==> src/pkg/sdm_pkg.sv <==
// Notes on behaviour
// - only rising pulse edges move the sequencer
// - pulse and sense inputs synchronised before use
// - 1024-entry sine table, four full steps; code interpolates a 33-point quarter wave
// - sense low adds, sense high subtracts
// - step width doubles per coarser resolution
// - coarser resolution snaps to nearest valid position
// - full step uses 128 plus multiples of 256
// - half step uses 64 plus multiples of 128
// - quarter step uses 32 plus multiples of 64
// - interpolator emits single microsteps per pulse
// - last period split into equal sub-intervals
// - microstep spacing bounded by 2^20 cycles
// - no pulse within limit declares standstill
// - standstill starts standby only when pin enables
// - standstill flag cleared by next pulse edge
// - new rate adopted after one period; skips allowed
// - index active at electrical zero point
// - position count wraps 1023 to 0 and back
package sdm_pkg;
   // -------------------------------------------------
   // table geometry
   // -------------------------------------------------
   localparam int SDM_POS_W = 10;
   localparam int SDM_AMP_W = 9;
   localparam logic [9:0] SDM_COIL_A_OFS = 10'h000;
   localparam logic [9:0] SDM_COIL_B_OFS = 10'h100;
   localparam logic [9:0] SDM_INDEX_POS = 10'h000;
   localparam logic [8:0] SDM_QUARTER_LEN = 9'h100;
   // -------------------------------------------------
   // resolution coding: step width is 2**res
   // -------------------------------------------------
   localparam int SDM_RES_W = 4;
   localparam logic [3:0] SDM_RES_FULL = 4'h8;
   localparam logic [3:0] SDM_RES_RST = 4'h0;
   localparam logic [9:0] SDM_POS_RST = 10'h000;
   // -------------------------------------------------
   // interval timing, in sys_clk cycles
   // -------------------------------------------------
   localparam int SDM_STST_CYCLES = 1048576;
   localparam int SDM_CNT_W = 21;
   localparam int SDM_PEND_W = 9;
   typedef enum logic {SDM_IDLE, SDM_RUN} sdm_ip_state_t;
endpackage : sdm_pkg

==> src/design/sdm_sequencer.sv <==
`timescale 1ns/100ps
module sdm_sequencer
   import sdm_pkg::*;
#(
   parameter int STST_CYCLES = SDM_STST_CYCLES
)
(
   input wire logic sys_clk,
   input wire logic rst_b,
   input wire logic step_in,
   input wire logic dir_in,
   input wire logic [SDM_RES_W-1:0] res_sel,
   input wire logic power_down_select_pin,
   output logic [SDM_POS_W-1:0] microstep_position_count_r,
   output logic signed [SDM_AMP_W-1:0] coil_a_r,
   output logic signed [SDM_AMP_W-1:0] coil_b_r,
   output logic index_r,
   output logic standstill_r,
   output logic standby_req_r
);
   // -------------------------------------------------
   // input synchronisers
   // -------------------------------------------------
   logic step_s1_r;
   logic step_s2_r;
   logic step_s3_r;
   logic dir_s1_r;
   logic dir_s2_r;
   logic step_edge;

   always_ff @(posedge sys_clk)
   begin
      if (!rst_b)
      begin
         step_s1_r <= 1'b0;
         step_s2_r <= 1'b0;
         step_s3_r <= 1'b0;
         dir_s1_r <= 1'b0;
         dir_s2_r <= 1'b0;
      end
      else
      begin
         step_s1_r <= step_in;
         step_s2_r <= step_s1_r;
         step_s3_r <= step_s2_r;
         dir_s1_r <= dir_in;
         dir_s2_r <= dir_s1_r;
      end
   end

   // falling edges are deliberately ignored
   assign step_edge = step_s2_r & ~step_s3_r;
   // -------------------------------------------------
   // resolution tracking
   // -------------------------------------------------
   logic [SDM_RES_W-1:0] res_r;
   logic [SDM_RES_W-1:0] res_eff;
   logic res_change;
   logic [SDM_POS_W-1:0] width;

   assign res_eff = (res_sel > SDM_RES_FULL) ? SDM_RES_FULL : res_sel;
   assign res_change = (res_eff != res_r);
   assign width = SDM_POS_W'(1) << res_r;

   function automatic logic [SDM_POS_W-1:0] snap(
      input logic [SDM_POS_W-1:0] pos,
      input logic [SDM_RES_W-1:0] res
   );
      logic [SDM_POS_W-1:0] w;
      w = SDM_POS_W'(1) << res;
      if (res == SDM_RES_RST)
         snap = pos;
      else
         snap = (pos & ~(w - SDM_POS_W'(1))) | (w >> 1);
   endfunction : snap

   always_ff @(posedge sys_clk)
   begin
      if (!rst_b)
         res_r <= SDM_RES_RST;
      else
         res_r <= res_eff;
   end
   // -------------------------------------------------
   // interval measurement and standstill
   // -------------------------------------------------
   logic [SDM_CNT_W-1:0] since_r;
   logic seen_r;
   logic at_limit;
   logic [SDM_CNT_W-1:0] per_div;

   assign at_limit = (since_r == SDM_CNT_W'(STST_CYCLES - 1));
   // since_r restarts at 0 on the edge, so the period is one more
   assign per_div = (since_r + SDM_CNT_W'(1)) >> res_r;

   always_ff @(posedge sys_clk)
   begin
      if (!rst_b)
         since_r <= '0;
      else if (step_edge)
         since_r <= '0;
      else if (!at_limit)
         since_r <= since_r + SDM_CNT_W'(1);
   end

   always_ff @(posedge sys_clk)
   begin
      if (!rst_b)
         seen_r <= 1'b0;
      else if (step_edge)
         seen_r <= 1'b1;
   end
   // clear wins over set if both land together
   always_ff @(posedge sys_clk)
   begin
      if (!rst_b)
         standstill_r <= 1'b0;
      else if (at_limit && !step_edge)
         standstill_r <= 1'b1;
      else if (step_edge)
         standstill_r <= 1'b0;
   end

   always_ff @(posedge sys_clk)
   begin
      if (!rst_b)
         standby_req_r <= 1'b0;
      else
         standby_req_r <= standstill_r & power_down_select_pin;
   end
   // -------------------------------------------------
   // target position and interpolator
   // -------------------------------------------------
   sdm_ip_state_t state_r;
   logic [SDM_POS_W-1:0] target_r;
   logic [SDM_PEND_W-1:0] pend_r;
   logic [SDM_CNT_W-1:0] spacing_r;
   logic [SDM_CNT_W-1:0] tick_r;
   logic dir_r;
   logic interp_ok;
   logic tick_due;
   logic [SDM_POS_W-1:0] step_nxt;
   logic [SDM_POS_W-1:0] first_nxt;

   // a stale period after standstill would crawl, so jump instead
   assign interp_ok = seen_r & ~standstill_r;
   assign tick_due = (tick_r + SDM_CNT_W'(1) >= spacing_r);
   assign step_nxt = dir_s2_r ? target_r - width
                              : target_r + width;
   assign first_nxt = dir_s2_r ? target_r - SDM_POS_W'(1)
                               : target_r + SDM_POS_W'(1);

   // a pulse in a resolution-change cycle is dropped
   always_ff @(posedge sys_clk)
   begin
      if (!rst_b)
         target_r <= SDM_POS_RST;
      else if (res_change)
         target_r <= snap(target_r, res_eff);
      else if (step_edge)
         target_r <= step_nxt;
   end
   always_ff @(posedge sys_clk)
   begin
      if (!rst_b)
      begin
         state_r <= SDM_IDLE;
         pend_r <= '0;
         spacing_r <= SDM_CNT_W'(1);
         tick_r <= '0;
         dir_r <= 1'b0;
      end
      else if (res_change)
      begin
         state_r <= SDM_IDLE;
         pend_r <= '0;
         tick_r <= '0;
      end
      else if (step_edge)
      begin
         dir_r <= dir_s2_r;
         tick_r <= '0;
         spacing_r <= (per_div == '0) ? SDM_CNT_W'(1)
                                      : per_div;
         if (interp_ok && res_r != SDM_RES_RST)
         begin
            state_r <= SDM_RUN;
            pend_r <= SDM_PEND_W'(width - SDM_POS_W'(1));
         end
         else
         begin
            state_r <= SDM_IDLE;
            pend_r <= '0;
         end
      end
      else
      begin
         case (state_r)
            SDM_IDLE:
               tick_r <= '0;
            SDM_RUN:
            begin
               if (tick_due)
               begin
                  tick_r <= '0;
                  pend_r <= pend_r - SDM_PEND_W'(1);
                  if (pend_r == SDM_PEND_W'(1))
                     state_r <= SDM_IDLE;
               end
               else
                  tick_r <= tick_r + SDM_CNT_W'(1);
            end
            default:
               state_r <= SDM_IDLE;
         endcase
      end
   end
   // -------------------------------------------------
   // microstep position counter
   // -------------------------------------------------
   logic [SDM_POS_W-1:0] count_nxt;
   logic micro_step;
   assign micro_step = (state_r == SDM_RUN) && tick_due &&
                       !step_edge && !res_change;
   always_comb
   begin
      count_nxt = microstep_position_count_r;
      if (res_change)
         count_nxt = snap(target_r, res_eff);
      else if (step_edge && interp_ok && res_r != SDM_RES_RST)
         count_nxt = first_nxt;
      else if (step_edge)
         count_nxt = step_nxt;
      else if (micro_step && dir_r)
         count_nxt = microstep_position_count_r - SDM_POS_W'(1);
      else if (micro_step)
         count_nxt = microstep_position_count_r + SDM_POS_W'(1);
   end
   always_ff @(posedge sys_clk)
   begin
      if (!rst_b)
         microstep_position_count_r <= SDM_POS_RST;
      else
         microstep_position_count_r <= count_nxt;
   end
   // -------------------------------------------------
   // coil currents and index
   // -------------------------------------------------
   logic signed [SDM_AMP_W-1:0] sine_a;
   logic signed [SDM_AMP_W-1:0] sine_b;

   sdm_sine_rom #(.OFFSET(SDM_COIL_A_OFS)) u_rom_a
   (
      .phase(microstep_position_count_r),
      .value(sine_a)
   );
   sdm_sine_rom #(.OFFSET(SDM_COIL_B_OFS)) u_rom_b
   (
      .phase(microstep_position_count_r),
      .value(sine_b)
   );

   always_ff @(posedge sys_clk)
   begin
      if (!rst_b)
      begin
         coil_a_r <= '0;
         coil_b_r <= '0;
         index_r <= 1'b0;
      end
      else
      begin
         coil_a_r <= sine_a;
         coil_b_r <= sine_b;
         index_r <= (microstep_position_count_r == SDM_INDEX_POS);
      end
   end
   // -------------------------------------------------
   // checks
   // -------------------------------------------------
   property p_fall_no_move;
      @(posedge sys_clk) disable iff (!rst_b)
      (state_r == SDM_IDLE && !step_edge && !res_change)
         |=> $stable(microstep_position_count_r);
   endproperty
   a_fall_no_move: assert property (p_fall_no_move)
      else $error("position moved without a rising pulse");
   property p_sync_edge;
      @(posedge sys_clk) disable iff (!rst_b)
      step_edge |-> $past(step_in, 2) && !$past(step_in, 3);
   endproperty
   a_sync_edge: assert property (p_sync_edge)
      else $error("pulse edge not from synchronised input");
   property p_dir_add_sub;
      @(posedge sys_clk) disable iff (!rst_b)
      (step_edge && !res_change) |=>
         target_r == ($past(dir_s2_r) ? $past(target_r) - $past(width)
                                     : $past(target_r) + $past(width));
   endproperty
   a_dir_add_sub: assert property (p_dir_add_sub)
      else $error("target did not move by step width");
   property p_grid;
      @(posedge sys_clk) disable iff (!rst_b)
      (res_r != SDM_RES_RST) |->
         (target_r & (width - SDM_POS_W'(1))) == (width >> 1);
   endproperty
   a_grid: assert property (p_grid)
      else $error("target off the resolution grid");
   property p_full_grid;
      @(posedge sys_clk) disable iff (!rst_b)
      (res_r == SDM_RES_FULL) |-> target_r[7:0] == 8'h80;
   endproperty
   a_full_grid: assert property (p_full_grid)
      else $error("full step position not on 128 grid");
   property p_interp_load;
      @(posedge sys_clk) disable iff (!rst_b)
      (step_edge && !res_change && interp_ok && res_r != SDM_RES_RST)
         |=> pend_r == SDM_PEND_W'($past(width) - SDM_POS_W'(1))
             && microstep_position_count_r == $past(first_nxt);
   endproperty
   a_interp_load: assert property (p_interp_load)
      else $error("interpolation not started correctly");
   property p_spacing;
      @(posedge sys_clk) disable iff (!rst_b)
      spacing_r != '0 && spacing_r <= SDM_CNT_W'(STST_CYCLES)
         && tick_r < spacing_r;
   endproperty
   a_spacing: assert property (p_spacing)
      else $error("microstep spacing out of range");
   property p_stst_set;
      @(posedge sys_clk) disable iff (!rst_b)
      (at_limit && !step_edge) |=> standstill_r ##1 
         (standby_req_r == $past(power_down_select_pin));
   endproperty
   a_stst_set: assert property (p_stst_set)
      else $error("standstill or standby not raised");
   property p_stst_clear;
      @(posedge sys_clk) disable iff (!rst_b)
      (step_edge && !at_limit) |=> !standstill_r;
   endproperty
   a_stst_clear: assert property (p_stst_clear)
      else $error("standstill not cleared by pulse");
   property p_wrap;
      @(posedge sys_clk) disable iff (!rst_b)
      (microstep_position_count_r == 10'h3ff && !res_change &&
       ((micro_step && !dir_r) ||
        (step_edge && res_r == SDM_RES_RST && !dir_s2_r)))
         |=> microstep_position_count_r == 10'h000;
   endproperty
   a_wrap: assert property (p_wrap)
      else $error("position did not wrap to zero");
   property p_index;
      @(posedge sys_clk) disable iff (!rst_b)
      (microstep_position_count_r == SDM_INDEX_POS) |=>
         index_r && coil_a_r == 9'sh000;
   endproperty
   a_index: assert property (p_index)
      else $error("index or coil A wrong at zero point");
   c_standstill: cover property (@(posedge sys_clk) disable iff (!rst_b)
      $rose(standstill_r));
   c_interp_done: cover property (@(posedge sys_clk) disable iff (!rst_b)
      state_r == SDM_RUN ##1 state_r == SDM_IDLE);
   c_coarser: cover property (@(posedge sys_clk) disable iff (!rst_b)
      res_change && res_eff > res_r);
   c_index: cover property (@(posedge sys_clk) disable iff (!rst_b)
      $rose(index_r));
endmodule : sdm_sequencer

==> src/design/sdm_sine_rom.sv <==
`timescale 1ns/100ps
module sdm_sine_rom
   import sdm_pkg::*;
#(
   parameter logic [SDM_POS_W-1:0] OFFSET = SDM_COIL_A_OFS
)
(
   input wire logic [SDM_POS_W-1:0] phase,
   output logic signed [SDM_AMP_W-1:0] value
);
   // -------------------------------------------------
   // quarter wave, 33 points, linear in between
   // -------------------------------------------------
   // coarse points trade a little accuracy for area
   localparam logic [7:0] SINE_PTS [0:32] = '{
      8'h00, 8'h0d, 8'h19, 8'h25, 8'h32, 8'h3e, 8'h4a, 8'h56,
      8'h62, 8'h6d, 8'h78, 8'h83, 8'h8e, 8'h98, 8'ha2, 8'hab,
      8'hb4, 8'hbd, 8'hc5, 8'hcd, 8'hd4, 8'hdb, 8'he1, 8'he7,
      8'hec, 8'hf0, 8'hf4, 8'hf7, 8'hfa, 8'hfc, 8'hfe, 8'hff,
      8'hff};

   logic [SDM_POS_W-1:0] ph;
   logic [8:0] q;
   logic [5:0] idx;
   logic [5:0] idx_hi;
   logic [7:0] lo;
   logic [7:0] hi;
   logic [10:0] prod;
   logic [7:0] mag;

   always_comb
   begin
      ph = phase + OFFSET;
      if (ph[8])
         q = SDM_QUARTER_LEN - {1'b0, ph[7:0]};
      else
         q = {1'b0, ph[7:0]};
      idx = q[8:3];
      idx_hi = (idx == 6'h20) ? idx : idx + 6'h01;
      lo = SINE_PTS[idx];
      hi = SINE_PTS[idx_hi];
      prod = 11'(hi - lo) * 11'(q[2:0]);
      mag = lo + 8'(prod >> 3);
      if (ph[9])
         value = -$signed({1'b0, mag});
      else
         value = $signed({1'b0, mag});
   end
endmodule : sdm_sine_rom

==> config.mk <==
export PLATFORM = sky130hd
export DESIGN_NAME = sdm_sequencer
export DESIGN_NICKNAME = d
export VERILOG_FILES = /design/src/pkg/sdm_pkg.sv /design/src/design/sdm_sequencer.sv /design/src/design/sdm_sine_rom.sv
export SDC_FILE = /design/constraint.sdc
export NUM_CORES = 1
export LEC_CHECK = 0
export BUFFER_PORTS_ARGS = -buffer_cell sky130_fd_sc_hd__buf_4
export CORE_UTILIZATION = 40
export DETAILED_ROUTE_END_ITERATION = 7
export PLACE_DENSITY = 0.58
export SYNTH_ARGS = -nofsm -noshare
export SYNTH_HDL_FRONTEND = slang
export SYNTH_SLANG_ARGS = --single-unit
==> constraint.sdc <==
create_clock -name sys_clk -period 11.5 [get_ports sys_clk]
set_input_delay 0.575 -clock sys_clk [delete_from_list [all_inputs] [get_ports sys_clk]]
set_output_delay 0.575 -clock sys_clk [all_outputs]
set_load 0.01 [all_outputs]
==> impl_metrics.tcl <==
set metrics [dict create \
    grt_max_degree 74 \
    setup_slack_ns 2.56 \
    cp_data_required_time_ns 11.83 \
    die_h_um 188 \
    grt-ovfl-total 0 \
    ys_warn_count 0 \
    track_usage_pct 20.4 \
    dieArea_sq_um 35300 \
    synth_async_sr_flop_share_pct 0 \
    wirelength_mm 36.1 \
    synth-edff-count 0 \
    power_density_nw_per_um2 199 \
    status "completed" \
    dpl.hpwl_mm 27.0 \
    final.setup.tns_ns 0 \
    io_pins 40 \
    clockRootBuffer "clkbuf_16" \
    gp_congestion 0.873 \
    synth_top_area_cell "dfxtp_1" \
    path_class "flop to flop" \
    cp_slowest_cell "dfxtp_1" \
    path_max_fanout 22 \
    pre_cts_ws_ns 2.62 \
    cp-end-kind "flop" \
    nets 1971 \
    synth-seq-cells 125 \
    peakVddDrop_uv 183 \
    via_count 12600 \
    post_dp_cell_area_sq_um 14300 \
    start_util_pct 40.9 \
    cts_tree "done" \
    n_antenna_cell 0 \
    drt_pass1_iterations 7 \
    slew_violations 0 \
    critPathBufInv 6 \
    grt_pass1_wl_mm 59.5 \
    p_total_mw 2.97 \
    clkTransAtPathRegs_ns 0.06 \
    syn_inst 1835 \
    yosys-top-cells-count "nand2_1, nor2_1, ha_1" \
    critPathTopFamily "adder cells" \
    ctsHoldBuffers 0 \
    synth.area.top_cells "dfxtp_1, ha_1, xnor2_1" \
    worst_pin_slew_ns 1.16 \
    cts_buffers 17 \
    min_period_over_period_pct 77.8 \
    postSynthAreaPerCell_sq_um 7.52 \
    postLayoutCellArea_sq_um 14900 \
    min_path_type "input pin to flop" \
    cts_resized 0 \
    antenna_left 0 \
    die_w_um 188 \
    finalSetupViolations 0 \
    clk_path_buf_depth 2 \
    maxCapViolCount 0 \
    core-area_sq_um 33800 \
    cp.arrival_ns 9.28 \
    seq_area_frac_synth_pct 18.1 \
    ys_types 93 \
    clk_latency_ns 0.44 \
    cts_sinks 125 \
    syn_nets 2005 \
    drive_gt1_share_pct 8.05 \
    rsz0062_at_grt "false" \
    slew_headroom_pct 22.1 \
    whs_ns 0.347 \
    wl_per_cell_um 16.0 \
    via_per_inst 5.57 \
    detail_route.drc_violations 0 \
    num_rows 67 \
    area_growth_pct 8.04 \
    timing.fmax_ghz 0.112 \
    final_hold_viol_count 0 \
    p_leak_nw 6.20 \
    startpoint_type "flop" \
    max_stage_delay_ns 0.83 \
    synth.most_common_cell "nand2_1" \
    antenna_found_initial 0 \
    path_common_cell "ha_1" \
    drt_iter0_drc 758 \
    cts_max_level 4 \
    synthFlopType "dfxtp_1" \
    synth_area_sq_um 13800 \
    skew_ns 0.00983 \
    post_cts_buffers 0 \
    numPortBuffers 39 \
    synth_top_area_share_pct 18.1 \
    grt_pass1_vias 11900 \
    period_needed_ns 8.94 \
]
-- cells by family after synthesis --
kind of cell	synth area share [%]
simple gates	23.8
compound gates	22.4
buf+inv	6.65
fa+ha+maj	16.0
xor+xnor	9.54
flops	18.1
mux	3.53
-- final cells by class --
cell class | count | area (sq um)
multi-input combinational | 1482 | 10400
timing repair buffer | 54 | 405
sequential | 125 | 2500
clock inverter | 15 | 178
inverter | 121 | 454
tap | 448 | 561
fill | 3461 | 18900
clock buffer | 17 | 425
-- worst paths after layout --
path	start	endpoint	slack, ns	depth (start not counted)
hold reg to reg	step_s1_r	step_s2_r	0.44	1
setup / recovery	microstep_position_count_r[0]	coil_b_r[7]	2.56	37
hold / removal	step_in	step_s1_r	0.35	2
setup reg to reg	microstep_position_count_r[0]	coil_b_r[7]	2.56	37
-- power breakdown --
part	switching (mW)	internal (mW)	total [mW]
Combinational	1.09	0.822	1.91
Sequential	0.0229	0.472	0.494
Clock	0.239	0.327	0.567
Total	1.35	1.62	2.97
-- cells in the final DEF (no fill, tap or decap), types with 48 or more instances in the layout --
| cell type | n |
|---|---|
| nand2_1 | 202 |
| nor2_1 | 154 |
| ha_1 | 136 |
| a21oi_1 | 135 |
| dfxtp_1 | 123 |
| inv_1 | 116 |
| xnor2_1 | 106 |
| o21ai_0 | 102 |
| nand3_1 | 57 |
| buf_4 | 54 |
| nor2b_1 | 48 |
-- registers in the layout (all words and copies together), names as in the netlist --
| register | count |
|---|---|
| res_r | 4 |
| microstep_position_count_r | 10 |
| coil_a_r | 9 |
| dir_s2_r | 1 |
| standby_req_r | 1 |
| index_r | 1 |
| step_s2_r | 1 |
| step_s1_r | 1 |
| coil_b_r | 9 |
| standstill_r | 1 |
| since_r | 21 |
| target_r | 10 |
| state_r | 1 |
| spacing_r | 21 |
| dir_r | 1 |
| seen_r | 1 |
| pend_r | 9 |
| tick_r | 21 |
| step_s3_r | 1 |
| dir_s1_r | 1 |
-- per-layer routing --
layer	share of wire [%]	vias up	global-route usage [%]
li1	-	6380	-
met1	45	5927	25.6
met2	50	247	36.3
met3	3.3	45	2.10
met4	1.8	0	6.38
met5	0	-	0
-- per-stage QoR --
step / util [%] / std cells
2_1_floorplan: - / 1835
3_3_place_gp: 42.4 / 2230
3_5_place_dp: 42.4 / 2230
4_1_cts: 44.1 / 2262
5_1_grt: 44.1 / 2262
6_report: 44.1 / 2262
Note: power is estimated with default switching activity, not from simulation.
